--- src/logic/supervisor_map.svh ---
// Register offsets, field positions, reset values and timing counts
// for the charger and boost supervisor.
// Assumes a 10 MHz mclk and byte addresses on an AXI4-Lite bus.
`ifndef SUPERVISOR_MAP_SVH
`define SUPERVISOR_MAP_SVH

// Register byte offsets
`define OFS_CONTROL 8'h00
`define OFS_CONFIG  8'h04
`define OFS_FAULT1  8'h08
`define OFS_FAULT2  8'h0C
`define OFS_FAULT3  8'h10
`define OFS_MASK1   8'h14
`define OFS_MASK2   8'h18
`define OFS_MASK3   8'h1C
`define OFS_STATE   8'h20

// Field positions
`define MODE_LSB    0
`define STAT_LSB    2
`define CFG_REDUCED 0
`define CFG_PIN_EN  1
`define CFG_PIN_POL 2

// Codes and reset values
`define STAT_AUTO   2'h0
`define STAT_LOW    2'h1
`define RESP_OKAY   2'h0
`define RESP_SLVERR 2'h2
`define RST_CONFIG  8'h00

// Timing
`define MCLK_KHZ          10000
`define TICK_MS           1
`define TICK_W            14
`define BOOST_LIMIT_S     32
`define CHARGE_LIMIT_MIN  32
`define SAG_DELAY_MS      32
`define OVERLOAD_MS       30
`define BOOST_LIMIT_TICKS (`BOOST_LIMIT_S * 1000 / `TICK_MS)
`define CHARGE_LIMIT_TICKS (`CHARGE_LIMIT_MIN * 60000 / `TICK_MS)
`define SAG_DELAY_TICKS   (`SAG_DELAY_MS / `TICK_MS)
`define OVERLOAD_TICKS    (`OVERLOAD_MS / `TICK_MS)

`endif

--- src/logic/supervisor_pkg.sv ---
// Types shared by the charger and boost supervisor.
// Assumes an 8-bit AXI4-Lite byte address with 32-bit data.
package supervisor_pkg;
  typedef enum logic [1:0] {
    MODE_OFF      = 2'b00,
    MODE_BOOST    = 2'b01,
    MODE_CHARGE   = 2'b10,
    MODE_CHARGE_T = 2'b11
  } op_mode_e;

  typedef logic [13:0] tick_t;
  typedef logic [20:0] ms_t;
  typedef logic [5:0]  cnt_t;

  typedef struct packed {
    logic [7:0]  awaddr;
    logic        awvalid;
    logic [31:0] wdata;
    logic [3:0]  wstrb;
    logic        wvalid;
    logic        bready;
    logic [7:0]  araddr;
    logic        arvalid;
    logic        rready;
  } axi_req_s;

  typedef struct packed {
    logic        awready;
    logic        wready;
    logic        bvalid;
    logic [1:0]  bresp;
    logic        arready;
    logic        rvalid;
    logic [31:0] rdata;
    logic [1:0]  rresp;
  } axi_rsp_s;

  typedef struct packed {
    logic thermal_trip;
    logic thermal_clear;
    logic vbus_ovp;
    logic reverse;
    logic sag_loop;
    logic source_valid;
    logic bat_ovp;
    logic bat_short;
    logic boost_ovp;
    logic overload;
    logic ind_low;
    logic node_low;
  } sense_s;

  typedef struct packed {
    logic hiz;
    logic blocking_on;
    logic converter_on;
    logic boost_on;
    logic charge_on;
    logic short_charge;
    logic switching;
    logic reduced_charge;
  } power_s;

  typedef struct packed {
    axi_rsp_s    rsp;
    logic        aw_have;
    logic        w_have;
    logic [7:0]  waddr;
    logic [31:0] wdata;
    logic [3:0]  wstrb;
    op_mode_e    mode;
    logic [1:0]  stat_ctrl;
    logic [7:0]  cfg;
    logic [1:0]  f1;
    logic [3:0]  f2;
    logic [2:0]  f3;
    logic [1:0]  m1;
    logic [3:0]  m2;
    logic [2:0]  m3;
    logic        int_pend;
    sense_s      sense_q;
    logic        pin_q;
    tick_t       tick_cnt;
    logic        tick;
    ms_t         ms_cnt;
    cnt_t        sag_cnt;
    cnt_t        ol_cnt;
    logic        therm_hold;
    logic        ovp_lock;
    logic        skip;
    power_s      pwr;
    logic        int_oe_n;
    logic        stat_oe_n;
  } st_s;
endpackage : supervisor_pkg

--- src/logic/charger_boost_supervisor.sv ---
// Charger and boost supervisor: mode decode, safety timer, fault flags,
// interrupt and status pins, behind an AXI4-Lite register slave.
// Assumes monitor inputs are clean levels synchronous to mclk.
`timescale 1ns/1ns
`include "supervisor_map.svh"

module charger_boost_supervisor #(
  parameter int TICK_CYCLES = `TICK_MS * `MCLK_KHZ
) (
  // Clock and reset
  input  wire logic                     mclk,
  input  wire logic                     rst,
  // AXI4-Lite register slave
  input  wire supervisor_pkg::axi_req_s axi_req,
  output      supervisor_pkg::axi_rsp_s axi_rsp,
  // Analog monitor indications
  input  wire supervisor_pkg::sense_s   sense,
  // External boost request pin
  input  wire logic                     boost_request_pin,
  // Power path controls
  output      supervisor_pkg::power_s   power,
  // Open-drain pins, enable low while pulling low
  output      logic                     int_out,
  output      logic                     int_oe_n,
  output      logic                     stat_out,
  output      logic                     stat_oe_n
);
  import supervisor_pkg::*;

  // Prescaler counter is only TICK_W bits wide
  if (TICK_CYCLES < 2 || TICK_CYCLES > (1 << `TICK_W)) begin : g_chk
    $error("TICK_CYCLES out of range");
  end

  localparam tick_t TICK_LAST  = tick_t'(TICK_CYCLES - 1);
  localparam ms_t   BOOST_LIM  = ms_t'(`BOOST_LIMIT_TICKS);
  localparam ms_t   CHARGE_LIM = ms_t'(`CHARGE_LIMIT_TICKS);
  localparam ms_t   MS_MAX     = '1;
  localparam cnt_t  SAG_LIM    = cnt_t'(`SAG_DELAY_TICKS);
  localparam cnt_t  OL_LIM     = cnt_t'(`OVERLOAD_TICKS);

  st_s  st_ff;
  st_s  nxt;
  logic aw_hs;
  logic w_hs;
  logic ar_hs;
  logic b_hs;
  logic r_hs;

  // Channel handshakes
  assign aw_hs = axi_req.awvalid & st_ff.rsp.awready;
  assign w_hs  = axi_req.wvalid & st_ff.rsp.wready;
  assign ar_hs = axi_req.arvalid & st_ff.rsp.arready;
  assign b_hs  = axi_req.bready & st_ff.rsp.bvalid;
  assign r_hs  = axi_req.rready & st_ff.rsp.rvalid;

  // Next state of the whole block
  always_comb begin
    logic        do_wr;
    logic        bus_cmd;
    logic        acc_flt;
    logic        pin_req;
    logic        boost_now;
    logic [31:0] rd_val;
    logic [1:0]  rsp_v;
    logic [1:0]  e1;
    logic [3:0]  e2;
    logic [2:0]  e3;
    sense_s      rise;
    do_wr     = 1'b0;
    bus_cmd   = 1'b0;
    acc_flt   = 1'b0;
    rd_val    = 32'h0000_0000;
    rsp_v     = `RESP_OKAY;
    e1        = '0;
    e2        = '0;
    e3        = '0;
    rise      = sense_s'(sense & ~st_ff.sense_q);
    pin_req   = st_ff.cfg[`CFG_PIN_EN] &
                (boost_request_pin == st_ff.cfg[`CFG_PIN_POL]);
    boost_now = (st_ff.mode == MODE_BOOST);
    nxt       = st_ff;
    nxt.sense_q = sense;

    // Write address and data may arrive in either order
    if (aw_hs) begin
      nxt.aw_have = 1'b1;
      nxt.waddr   = axi_req.awaddr;
    end
    if (w_hs) begin
      nxt.w_have = 1'b1;
      nxt.wdata  = axi_req.wdata;
      nxt.wstrb  = axi_req.wstrb;
    end
    if (b_hs) begin
      nxt.rsp.bvalid = 1'b0;
    end
    do_wr = nxt.aw_have & nxt.w_have & ~nxt.rsp.bvalid;
    if (do_wr) begin
      nxt.aw_have    = 1'b0;
      nxt.w_have     = 1'b0;
      nxt.rsp.bvalid = 1'b1;
      nxt.rsp.bresp  = `RESP_OKAY;
      // All fields live in byte lane 0
      case (nxt.waddr)
        `OFS_CONTROL: begin
          if (nxt.wstrb[0]) begin
            nxt.mode      = op_mode_e'(nxt.wdata[`MODE_LSB +: 2]);
            nxt.stat_ctrl = nxt.wdata[`STAT_LSB +: 2];
            if (nxt.wdata[`MODE_LSB +: 2] == MODE_BOOST) begin
              nxt.ovp_lock = 1'b0;
            end
          end
        end
        `OFS_CONFIG: begin
          if (nxt.wstrb[0]) begin
            nxt.cfg = nxt.wdata[7:0];
          end
        end
        `OFS_FAULT1, `OFS_FAULT2, `OFS_FAULT3: begin
          acc_flt = 1'b1;
        end
        `OFS_MASK1: begin
          if (nxt.wstrb[0]) begin
            nxt.m1 = nxt.wdata[1:0];
          end
        end
        `OFS_MASK2: begin
          if (nxt.wstrb[0]) begin
            nxt.m2 = nxt.wdata[3:0];
          end
        end
        `OFS_MASK3: begin
          if (nxt.wstrb[0]) begin
            nxt.m3 = nxt.wdata[2:0];
          end
        end
        `OFS_STATE: begin
          nxt.rsp.bresp = `RESP_OKAY;
        end
        default: begin
          nxt.rsp.bresp = `RESP_SLVERR;
        end
      endcase
    end
    nxt.rsp.awready = ~nxt.aw_have & ~nxt.rsp.bvalid;
    nxt.rsp.wready  = ~nxt.w_have & ~nxt.rsp.bvalid;

    // Reads; a fault register read clears what it returned
    if (r_hs) begin
      nxt.rsp.rvalid = 1'b0;
    end
    if (ar_hs) begin
      case (axi_req.araddr)
        `OFS_CONTROL: rd_val = 32'({st_ff.stat_ctrl, st_ff.mode});
        `OFS_CONFIG:  rd_val = 32'(st_ff.cfg);
        `OFS_FAULT1: begin
          rd_val  = 32'(st_ff.f1);
          nxt.f1  = '0;
          acc_flt = 1'b1;
        end
        `OFS_FAULT2: begin
          rd_val  = 32'(st_ff.f2);
          nxt.f2  = '0;
          acc_flt = 1'b1;
        end
        `OFS_FAULT3: begin
          rd_val  = 32'(st_ff.f3);
          nxt.f3  = '0;
          acc_flt = 1'b1;
        end
        `OFS_MASK1:   rd_val = 32'(st_ff.m1);
        `OFS_MASK2:   rd_val = 32'(st_ff.m2);
        `OFS_MASK3:   rd_val = 32'(st_ff.m3);
        `OFS_STATE:   rd_val = 32'({st_ff.therm_hold, st_ff.ovp_lock,
                                    st_ff.skip, st_ff.pwr});
        default:      rsp_v  = `RESP_SLVERR;
      endcase
      nxt.rsp.rvalid = 1'b1;
      nxt.rsp.rdata  = rd_val;
      nxt.rsp.rresp  = rsp_v;
    end
    nxt.rsp.arready = ~nxt.rsp.rvalid;
    bus_cmd = do_wr | ar_hs;

    // Millisecond tick from mclk
    nxt.tick = 1'b0;
    if (st_ff.tick_cnt == TICK_LAST) begin
      nxt.tick_cnt = '0;
      nxt.tick     = 1'b1;
    end else begin
      nxt.tick_cnt = st_ff.tick_cnt + 1'b1;
    end

    // Attach wins over a host write in the same cycle
    if (rise.source_valid) begin
      nxt.cfg[`CFG_REDUCED] = 1'b1;
    end

    // Boost pin acts only on a change of its request level
    nxt.pin_q = pin_req;
    if (pin_req && !st_ff.pin_q && !nxt.ovp_lock) begin
      nxt.mode = MODE_BOOST;
    end else if (!pin_req && st_ff.pin_q && nxt.mode == MODE_BOOST) begin
      nxt.mode = MODE_OFF;
    end

    // Safety timeouts override any mode change this cycle
    if (boost_now && st_ff.ms_cnt >= BOOST_LIM) begin
      nxt.mode = MODE_OFF;
      e3[0]    = 1'b1;
    end
    if (st_ff.mode[1] && st_ff.ms_cnt >= CHARGE_LIM) begin
      nxt.mode = MODE_OFF;
      e2[0]    = 1'b1;
    end

    // Thermal hold releases only once the die has cooled
    if (sense.thermal_trip) begin
      nxt.therm_hold = 1'b1;
    end else if (sense.thermal_clear) begin
      nxt.therm_hold = 1'b0;
    end
    e1[1] = rise.thermal_trip;
    e1[0] = rise.vbus_ovp;
    e2[1] = rise.reverse;
    e2[3] = rise.bat_ovp;

    // Sag must persist before it is flagged; removal is brief
    if (!sense.sag_loop) begin
      nxt.sag_cnt = '0;
    end else if (st_ff.tick && st_ff.sag_cnt <= SAG_LIM) begin
      nxt.sag_cnt = st_ff.sag_cnt + 1'b1;
    end
    e2[2] = sense.sag_loop & st_ff.tick & (st_ff.sag_cnt == SAG_LIM);

    // Boost protections
    if (boost_now && rise.boost_ovp) begin
      nxt.mode     = MODE_OFF;
      nxt.ovp_lock = 1'b1;
      e3[1]        = 1'b1;
    end
    if (!(boost_now && sense.overload)) begin
      nxt.ol_cnt = '0;
    end else if (st_ff.tick && st_ff.ol_cnt <= OL_LIM) begin
      nxt.ol_cnt = st_ff.ol_cnt + 1'b1;
    end
    if (boost_now && sense.overload && st_ff.tick &&
        st_ff.ol_cnt == OL_LIM) begin
      nxt.mode = MODE_OFF;
      e3[2]    = 1'b1;
    end

    // Sets after read clears, so a coincident event survives
    nxt.f1 = nxt.f1 | e1;
    nxt.f2 = nxt.f2 | e2;
    nxt.f3 = nxt.f3 | e3;

    // Interrupt latch; masks never touch flags or responses
    if (acc_flt) begin
      nxt.int_pend = 1'b0;
    end
    if (|(e1 & ~st_ff.m1) || |(e2 & ~st_ff.m2) || |(e3 & ~st_ff.m3)) begin
      nxt.int_pend = 1'b1;
    end
    nxt.int_oe_n = ~nxt.int_pend;

    // Timer restarts on any command and idles while the mode is off
    if (nxt.mode == MODE_OFF || bus_cmd) begin
      nxt.ms_cnt = '0;
    end else if (st_ff.tick && st_ff.ms_cnt != MS_MAX) begin
      nxt.ms_cnt = st_ff.ms_cnt + 1'b1;
    end

    // Power path decode
    nxt.pwr = '0;
    case (nxt.mode)
      MODE_OFF: begin
        nxt.pwr.hiz = 1'b1;
      end
      MODE_BOOST: begin
        nxt.pwr.hiz      = nxt.therm_hold;
        nxt.pwr.boost_on = ~nxt.therm_hold;
      end
      MODE_CHARGE, MODE_CHARGE_T: begin
        nxt.pwr.hiz       = nxt.therm_hold | sense.reverse |
                            sense.bat_ovp;
        nxt.pwr.charge_on = ~nxt.pwr.hiz & ~sense.vbus_ovp;
      end
      default: begin
        nxt.pwr.hiz = 1'b1;
      end
    endcase
    nxt.pwr.blocking_on  = ~nxt.pwr.hiz;
    nxt.pwr.converter_on = nxt.pwr.boost_on | nxt.pwr.charge_on;

    // Pulse skipping trades ripple for light-load efficiency
    if (!nxt.pwr.boost_on || sense.node_low) begin
      nxt.skip = 1'b0;
    end else if (sense.ind_low) begin
      nxt.skip = 1'b1;
    end
    nxt.pwr.switching      = nxt.pwr.converter_on & ~nxt.skip;
    nxt.pwr.short_charge   = nxt.pwr.charge_on & sense.bat_short;
    nxt.pwr.reduced_charge = nxt.cfg[`CFG_REDUCED];

    // Status pin behaviour
    case (nxt.stat_ctrl)
      `STAT_AUTO: nxt.stat_oe_n = ~nxt.pwr.charge_on;
      `STAT_LOW:  nxt.stat_oe_n = 1'b0;
      default:    nxt.stat_oe_n = 1'b1;
    endcase
  end

  // State register; pins start released and input in high impedance
  always_ff @(posedge mclk or posedge rst) begin
    if (rst) begin
      st_ff           <= '0;
      st_ff.cfg       <= `RST_CONFIG;
      st_ff.int_oe_n  <= 1'b1;
      st_ff.stat_oe_n <= 1'b1;
      st_ff.pwr.hiz   <= 1'b1;
    end else begin
      st_ff <= nxt;
    end
  end

  // Outputs straight from state; open-drain data is always low
  assign axi_rsp   = st_ff.rsp;
  assign power     = st_ff.pwr;
  assign int_oe_n  = st_ff.int_oe_n;
  assign stat_oe_n = st_ff.stat_oe_n;
  assign int_out   = 1'b0;
  assign stat_out  = 1'b0;
endmodule : charger_boost_supervisor

--- config.mk ---
export PLATFORM = sky130hd
export DESIGN_NAME = charger_boost_supervisor
export DESIGN_NICKNAME = d
export VERILOG_FILES = /design/src/logic/supervisor_pkg.sv /design/src/logic/charger_boost_supervisor.sv
export VERILOG_INCLUDE_DIRS = /design/src /design/src/logic
export SDC_FILE = /design/constraint.sdc
export NUM_CORES = 1
export LEC_CHECK = 0
export ABC_CLOCK_PERIOD_IN_PS = 11520
export BUFFER_PORTS_ARGS = -buffer_cell sky130_fd_sc_hd__buf_4
export CAP_MARGIN = 20
export CORE_MARGIN = 4
export CORE_UTILIZATION = 56
export DETAILED_ROUTE_END_ITERATION = 10
export PLACE_DENSITY_LB_ADDON = 0.08
export SLEW_MARGIN = 10
export SYNTH_ARGS = -nofsm -noshare
export SYNTH_HDL_FRONTEND = slang
export SYNTH_SLANG_ARGS = --single-unit
--- constraint.sdc ---
create_clock -name mclk -period 11.52 [get_ports mclk]
set_clock_uncertainty 0.15 [all_clocks]
set_input_delay 2.88 -clock mclk [delete_from_list [all_inputs] [get_ports mclk]]
set_output_delay 2.88 -clock mclk [all_outputs]
set_load 0.02 [all_outputs]
After elaboration in Yosys (flattened, before gate mapping)
Index checks and enable logic that the tools add are counted.

operators by class
  $add $sub $neg = 4
  reductions and logical operators = 42
  $lt $le $gt $ge = 4
  bitwise operators = 42
  equal/unequal tests = 30
  multiplexer cells = 59

operators with widths
  kind                                                   count
  one-hot mux 11 bit (9 select lines)                    1
  == test 8 x 5 -> 1 bit, second input constant          8
  two-way mux 21 bit                                     2
  two-way mux 35 bit                                     1
  == test 8 x 4 -> 1 bit, second input constant          4
  two-way mux 1 bit                                      27
  two-way mux 12 bit                                     2
  two-way mux 6 bit                                      4
  two-way mux 8 bit                                      3
  adder 21 x 1 -> 21 bit, second input constant          1
  >= comparator 21 x 15 -> 1 bit, second input constant  1
  >= comparator 21 bit, second input constant            1
  inequality test 21 bit, second input constant          1
  two-way mux 2 bit                                      10
  OR reduction 9 bit                                     2
  == test 8 x 3 -> 1 bit, second input constant          2
  == test 8 x 6 -> 1 bit, second input constant          2
  logical NOT 8 bit                                      2
  bitwise AND 1 bit                                      15
  AND reduction 3 bit                                    5
  adder 14 x 1 -> 14 bit, second input constant          1
  == test 14 bit, second input constant                  1
  two-way mux 14 bit                                     1
  logical AND 1 bit                                      13
  other kinds (35)                                       71

storage, ports and cells
  output and inout port bits = 53
  logic and storage cells = 236
  input bits = 72
  bits in registers = 167

Logic depth before layout (Yosys ltp)
  depth in word-level cells = 21
  gate-level depth with buffers = 8
  mapped depth without buffers = 8

Worst setup path after synthesis
No wires, ideal clock.

  path type = input -> register
  start point = in axi_req[48] (netlist bit)
  end point = reg st_ff[25] (netlist bit)
  arrival time = 4.701 ns
  data required time = 11.251 ns
  slack = 6.550 ns
  library setup time = 0.119 ns
  stages on the path = 8
  buffers on the path = 2
  cells stage by stage = buf_2 and2_1 a32oi_2 nor4_4 mux2i_1 a41o_1 buf_6 nor2_2

between the ends
  word-level cells in the longest chain between the ends = 16
  elaborated cells between the ends (all ways) = 25
  those cells by class = 1 x eq/ne; 13 x mux; 4 x bitwise; 7 x reduce/logical

RTL lines
  element                                                          RTL line                                                         text
  from (decl)                                                      charger_boost_supervisor.sv:14                                   input wire supervisor_pkg::axi_req_s axi_req,
  bitwise AND 1 bit (*)                                            charger_boost_supervisor.sv:51                                   assign aw_hs = axi_req.awvalid & st_ff.rsp.awready;
  two-way mux 8 bit / two-way mux 1 bit (equally long branches)    charger_boost_supervisor.sv:86                                   if (aw_hs) begin
  logical NOT 8 bit / bitwise AND 1 bit (equally long branches)    charger_boost_supervisor.sv:105, charger_boost_supervisor.sv:98
  two-way mux 4 bit / bitwise AND 1 bit (equally long branches)    charger_boost_supervisor.sv:105, charger_boost_supervisor.sv:98
  two-way mux 12 bit                                               charger_boost_supervisor.sv:99                                   if (do_wr) begin
  == test 2 x 1 -> 1 bit                                           charger_boost_supervisor.sv:204                                  end else if (!pin_req && st_ff.pin_q && nxt.mode == MODE_BOOST) begin
  logical AND 1 bit                                                charger_boost_supervisor.sv:204
  two-way mux 2 bit                                                charger_boost_supervisor.sv:204
  two-way mux 2 bit                                                charger_boost_supervisor.sv:202                                  if (pin_req && !st_ff.pin_q && !nxt.ovp_lock) begin
  two-way mux 2 bit                                                charger_boost_supervisor.sv:209                                  if (boost_now && st_ff.ms_cnt >= BOOST_LIM) begin
  two-way mux 2 bit                                                charger_boost_supervisor.sv:213                                  if (st_ff.mode[1] && st_ff.ms_cnt >= CHARGE_LIM) begin
  two-way mux 2 bit                                                charger_boost_supervisor.sv:238                                  if (boost_now && rise.boost_ovp) begin
  two-way mux 2 bit                                                charger_boost_supervisor.sv:248                                  if (boost_now && sense.overload && st_ff.tick &&
  logical NOT 2 bit                                                charger_boost_supervisor.sv:269                                  if (nxt.mode == MODE_OFF || bus_cmd) begin
  logical OR 1 bit (*)                                             charger_boost_supervisor.sv:269
  two-way mux 21 bit / nonzero test 2 bit (equally long branches)  --
  to (signal assigned)                                             charger_boost_supervisor.sv:324                                  st_ff <= nxt;
  to (decl)                                                        charger_boost_supervisor.sv:42                                   st_s st_ff;

Mark *: on every way between the ends. The rest lies on a longest branch, timed or not. The select of a mux whose other input is x is not followed.
A chain may end at the register's enable or synchronous reset.

Worst setup path in the final report
  start point = in axi_req[11] (netlist bit)
  end point = reg st_ff[32] (netlist bit)

between the ends
  word-level cells in the longest chain between the ends = 17
  elaborated cells between the ends (all ways) = 28
  those cells by class = 2 x eq/ne; 16 x mux; 4 x bitwise; 6 x reduce/logical

RTL lines
  element                                                          RTL line                         text
  bitwise AND 1 bit (*)                                            charger_boost_supervisor.sv:52   assign w_hs = axi_req.wvalid & st_ff.rsp.wready;
  two-way mux 12 bit                                               charger_boost_supervisor.sv:90   if (w_hs) begin
  == test 2 x 1 -> 1 bit                                           charger_boost_supervisor.sv:110  if (nxt.wdata[`MODE_LSB +: 2] == MODE_BOOST) begin
  two-way mux 1 bit                                                charger_boost_supervisor.sv:110
  two-way mux 1 bit                                                charger_boost_supervisor.sv:107  if (nxt.wstrb[0]) begin
  two-way mux 1 bit                                                charger_boost_supervisor.sv:105  case (nxt.waddr)
  two-way mux 1 bit                                                charger_boost_supervisor.sv:99
  logical NOT 1 bit                                                charger_boost_supervisor.sv:202
  logical AND 1 bit                                                charger_boost_supervisor.sv:202
  two-way mux 2 bit                                                charger_boost_supervisor.sv:202
  two-way mux 2 bit                                                charger_boost_supervisor.sv:209
  two-way mux 2 bit                                                charger_boost_supervisor.sv:213
  two-way mux 2 bit                                                charger_boost_supervisor.sv:238
  two-way mux 2 bit                                                charger_boost_supervisor.sv:248
  logical NOT 2 bit                                                charger_boost_supervisor.sv:269
  logical OR 1 bit (*)                                             charger_boost_supervisor.sv:269
  two-way mux 21 bit / nonzero test 2 bit (equally long branches)  --

Marks and branches as above.

==> results.py <==
metrics = {
    "cells_and_area": {
        "n_antenna_cell": 0,
        "area_growth_pct": 15.07,
        "drive_above_1_share_pct": 25.43,
        "nets": 770,
        "layoutNonFillerInstCount": 847,
    },
    "yosys": {
        "synth_edf_count": 0,
        "syn_avg_cell_area_sq_um": 10.54,
        "yosysTopAreaCell": "dfrtp_1",
        "yosys_warnings": 0,
        "synthTopCellsByArea": "dfrtp_1 (49%), mux2_2 (5.9%), buf_4 (5.7%)",
        "syn_area_sq_mm": 0.006716,
        "netlist_top_cells_count": "dfrtp_1 (132), nand2_1 (52), nor2_1 (52), buf_4 (51), mux2_2 (35)",
        "ys_types": 69,
        "synth_seq_cells": 135,
        "syn_inst": 637,
        "synth.most_common_cell": "dfrtp_1",
        "synthFlopType": "dfrtp_1",
        "yosysSeqAreaShare_pct": 50.35,
        "synth_top_area_share_pct": 49.18,
        "async_flop_share_pct": 100.0,
    },
    "timing": {
        "max_freq_ghz": 0.1761,
        "timing.final.hold_violations": 0,
        "relSlewSlack_pct": 27.34,
        "period_share_pct": 49.30,
        "setup_viol": 0,
        "slew_viol_final": 0,
        "tightest_slew_ps": 1090,
        "fin_ws_ps": 5841,
        "setup_tns_ps": 0,
        "holdWs_ps": 268.1,
        "rsz0062_at_grt": "no",
        "fin_crit_ps": 5679,
    },
    "global_routing": {
        "grt_pass1_vias": 4711,
        "grt_pass1_wl_mm": 23.27,
        "overflow": 0,
        "grt_max_degree": 89,
        "antenna_found_initial": 0,
        "grt_use_total_pct": 20.75,
    },
    "route": {
        "firstDrtPassIters": 4,
        "drtIter0Drc": 348,
        "routedWlPerCell_um": 16.23,
        "viasPerCell": 5.612,
        "vias": 4753,
        "drc": 0,
        "routed_wl_mm": 13.75,
        "ant_nets": 0,
    },
    "clock_tree": {
        "post_cts_buffers": 0,
        "cts_root_buf": "clkbuf_16",
        "clock_latency_ps": 420,
        "clk_pin_slew_ps": 60,
        "cts_tree": "built",
        "postCtsHoldBufs": 0,
        "cts.htree.levels": 4,
        "cts.sinks": 135,
        "ctsLongestPathBuffers": 2,
        "cts_buffers": 17,
        "cts_resized": 0,
    },
    "placed_design": {
        "portBuffers": 72,
        "place_ws_ps": 5384,
        "place_inst": 813,
        "gp_congestion": 0.8597,
        "dp_hpwl_mm": 9.928,
    },
    "die": {
        "row_count": 39,
        "num_io_pins": 125,
        "start_util_pct": 58.08,
        "core_area_sq_mm": 0.01156,
        "die_y_um": 117.5,
        "die-area_sq_mm": 0.01381,
        "die_x_um": 117.5,
    },
    "setup_path": {
        "end_kind": "flop",
        "required_ps": 11620,
        "cp_max_fo": 21,
        "critical_path_arrival_ps": 5780,
        "worstSetupPathType": "in2reg",
        "cp-start-kind": "primary input",
    },
    "pwr": {
        "leakagePower_uw": 0.003563,
        "p_int_uw": 986.1,
        "ir_drop_uv": 83.18,
        "switching_share_pct": 27.83,
        "power_density_mw_per_mm2": 176.8,
        "seqPwrFrac_pct": 42.0,
        "pwr-share-clk_pct": 39.6,
        "power.share.combinational_pct": 18.4,
        "finalPower_uw": 1366,
        "switchingPower_uw": 380.3,
    },
    "run_status": {
        "status": "finished, final reports clean",
    },
    "flow_run": {
        "cap_viol_max_count": 0,
    },
    "min_path": {
        "holdCritPathClass": "reg2reg",
    },
}
==> state kept, by name, indices dropped and copies added (netlist names) <==
register and count:
st_ff 108, int_oe_n 1, power 7, axi_rsp 18, stat_oe_n 1
==> power groups by stage <==
stage | Combinational [uW] | Clock [uW] | Sequential, uW
detailed placement | 252 | 0 | 581
global route | 277 | 575 | 581
CTS | 253 | 552 | 573
floorplan | 207 | 0 | 568
global placement | 247 | 0 | 578
finish | 252 | 541 | 573
==> critical path, cell delays in order <==
cell	delay (ps)
buf_4	120
nand2_1	340
a31oi_1	290
nor4_4	620
mux2i_1	440
a41o_1	960
nor2_1	130
==> placed cells by master, fill, tap and decap left out, types with 3 or more instances in the layout <==
cell	instances
a211oi_1	3
a21o_1	3
a21oi_1	7
a221oi_1	6
a31oi_1	5
and2_1	11
and3_1	7
and4_1	5
buf_4	74
clkbuf_16	17
clkbuf_8	6
clkinv_2	3
conb_1	25
dfrtp_1	132
dfstp_2	3
ha_1	7
inv_1	25
mux2_2	35
mux2i_1	6
nand2_1	52
nand3_1	25
nand3b_1	4
nand4_1	19
nor2_1	52
nor2_2	19
nor2b_1	6
nor3_1	15
nor3b_1	7
nor4_1	4
o211ai_1	3
o21ai_0	18
or3_1	3
xnor2_1	18
xor2_1	22
==> final timing paths <==
check | start | end | slack, ps | cells past startpoint
setup / recovery | axi_req[11] | st_ff[32]$_DFFE_PP0P_ | 5840 | 7
setup reg to reg | axi_rsp[39]$_DFF_PP0_ | st_ff[32]$_DFFE_PP0P_ | 8020 | 6
min in group asynchronous | rst | st_ff[57]$_DFF_PP0_ | 2380 | 2
hold reg to reg | st_ff[74]$_DFF_PP0_ | int_oe_n$_DFF_PP1_ | 270 | 1
hold / removal | st_ff[74]$_DFF_PP0_ | int_oe_n$_DFF_PP1_ | 270 | 1
max in group asynchronous | rst | power[7]$_DFF_PP1_ | 7670 | 4
==> per-stage QoR <==
stage / util, % / cell area [sq um]
2_1_floorplan: - / 6807
3_3_place_gp: 61.31 / 7091
3_5_place_dp: 61.31 / 7091
4_1_cts: 66.55 / 7696
5_1_grt: 66.83 / 7729
6_report: 66.83 / 7729
==> cell type report <==
class	instances	area, sq um
multi-input combinational	435	2874
timing repair buffer	76	588.1
clock inverter	7	90.09
clock buffer	25	515.5
inverter	26	100.1
fill	885	3836
tap	143	178.9
sequential	135	3382
==> layer usage <==
metal	wire (um)	global-route usage [%]
met1	6206	27.11
met2	6608	33.60
met3	693	5.238
met4	240	7.912
met5	0	0
==> cells by family after synthesis <==
group,share of synthesized area [%]
simple gates,19.65
flops,50.35
buf+inv,8.197
compound gates,8.122
mux,7.098
xor+xnor,5.216
fa+ha+maj,1.304
other cells,0.05583
(Power assumes the default switching activity.)
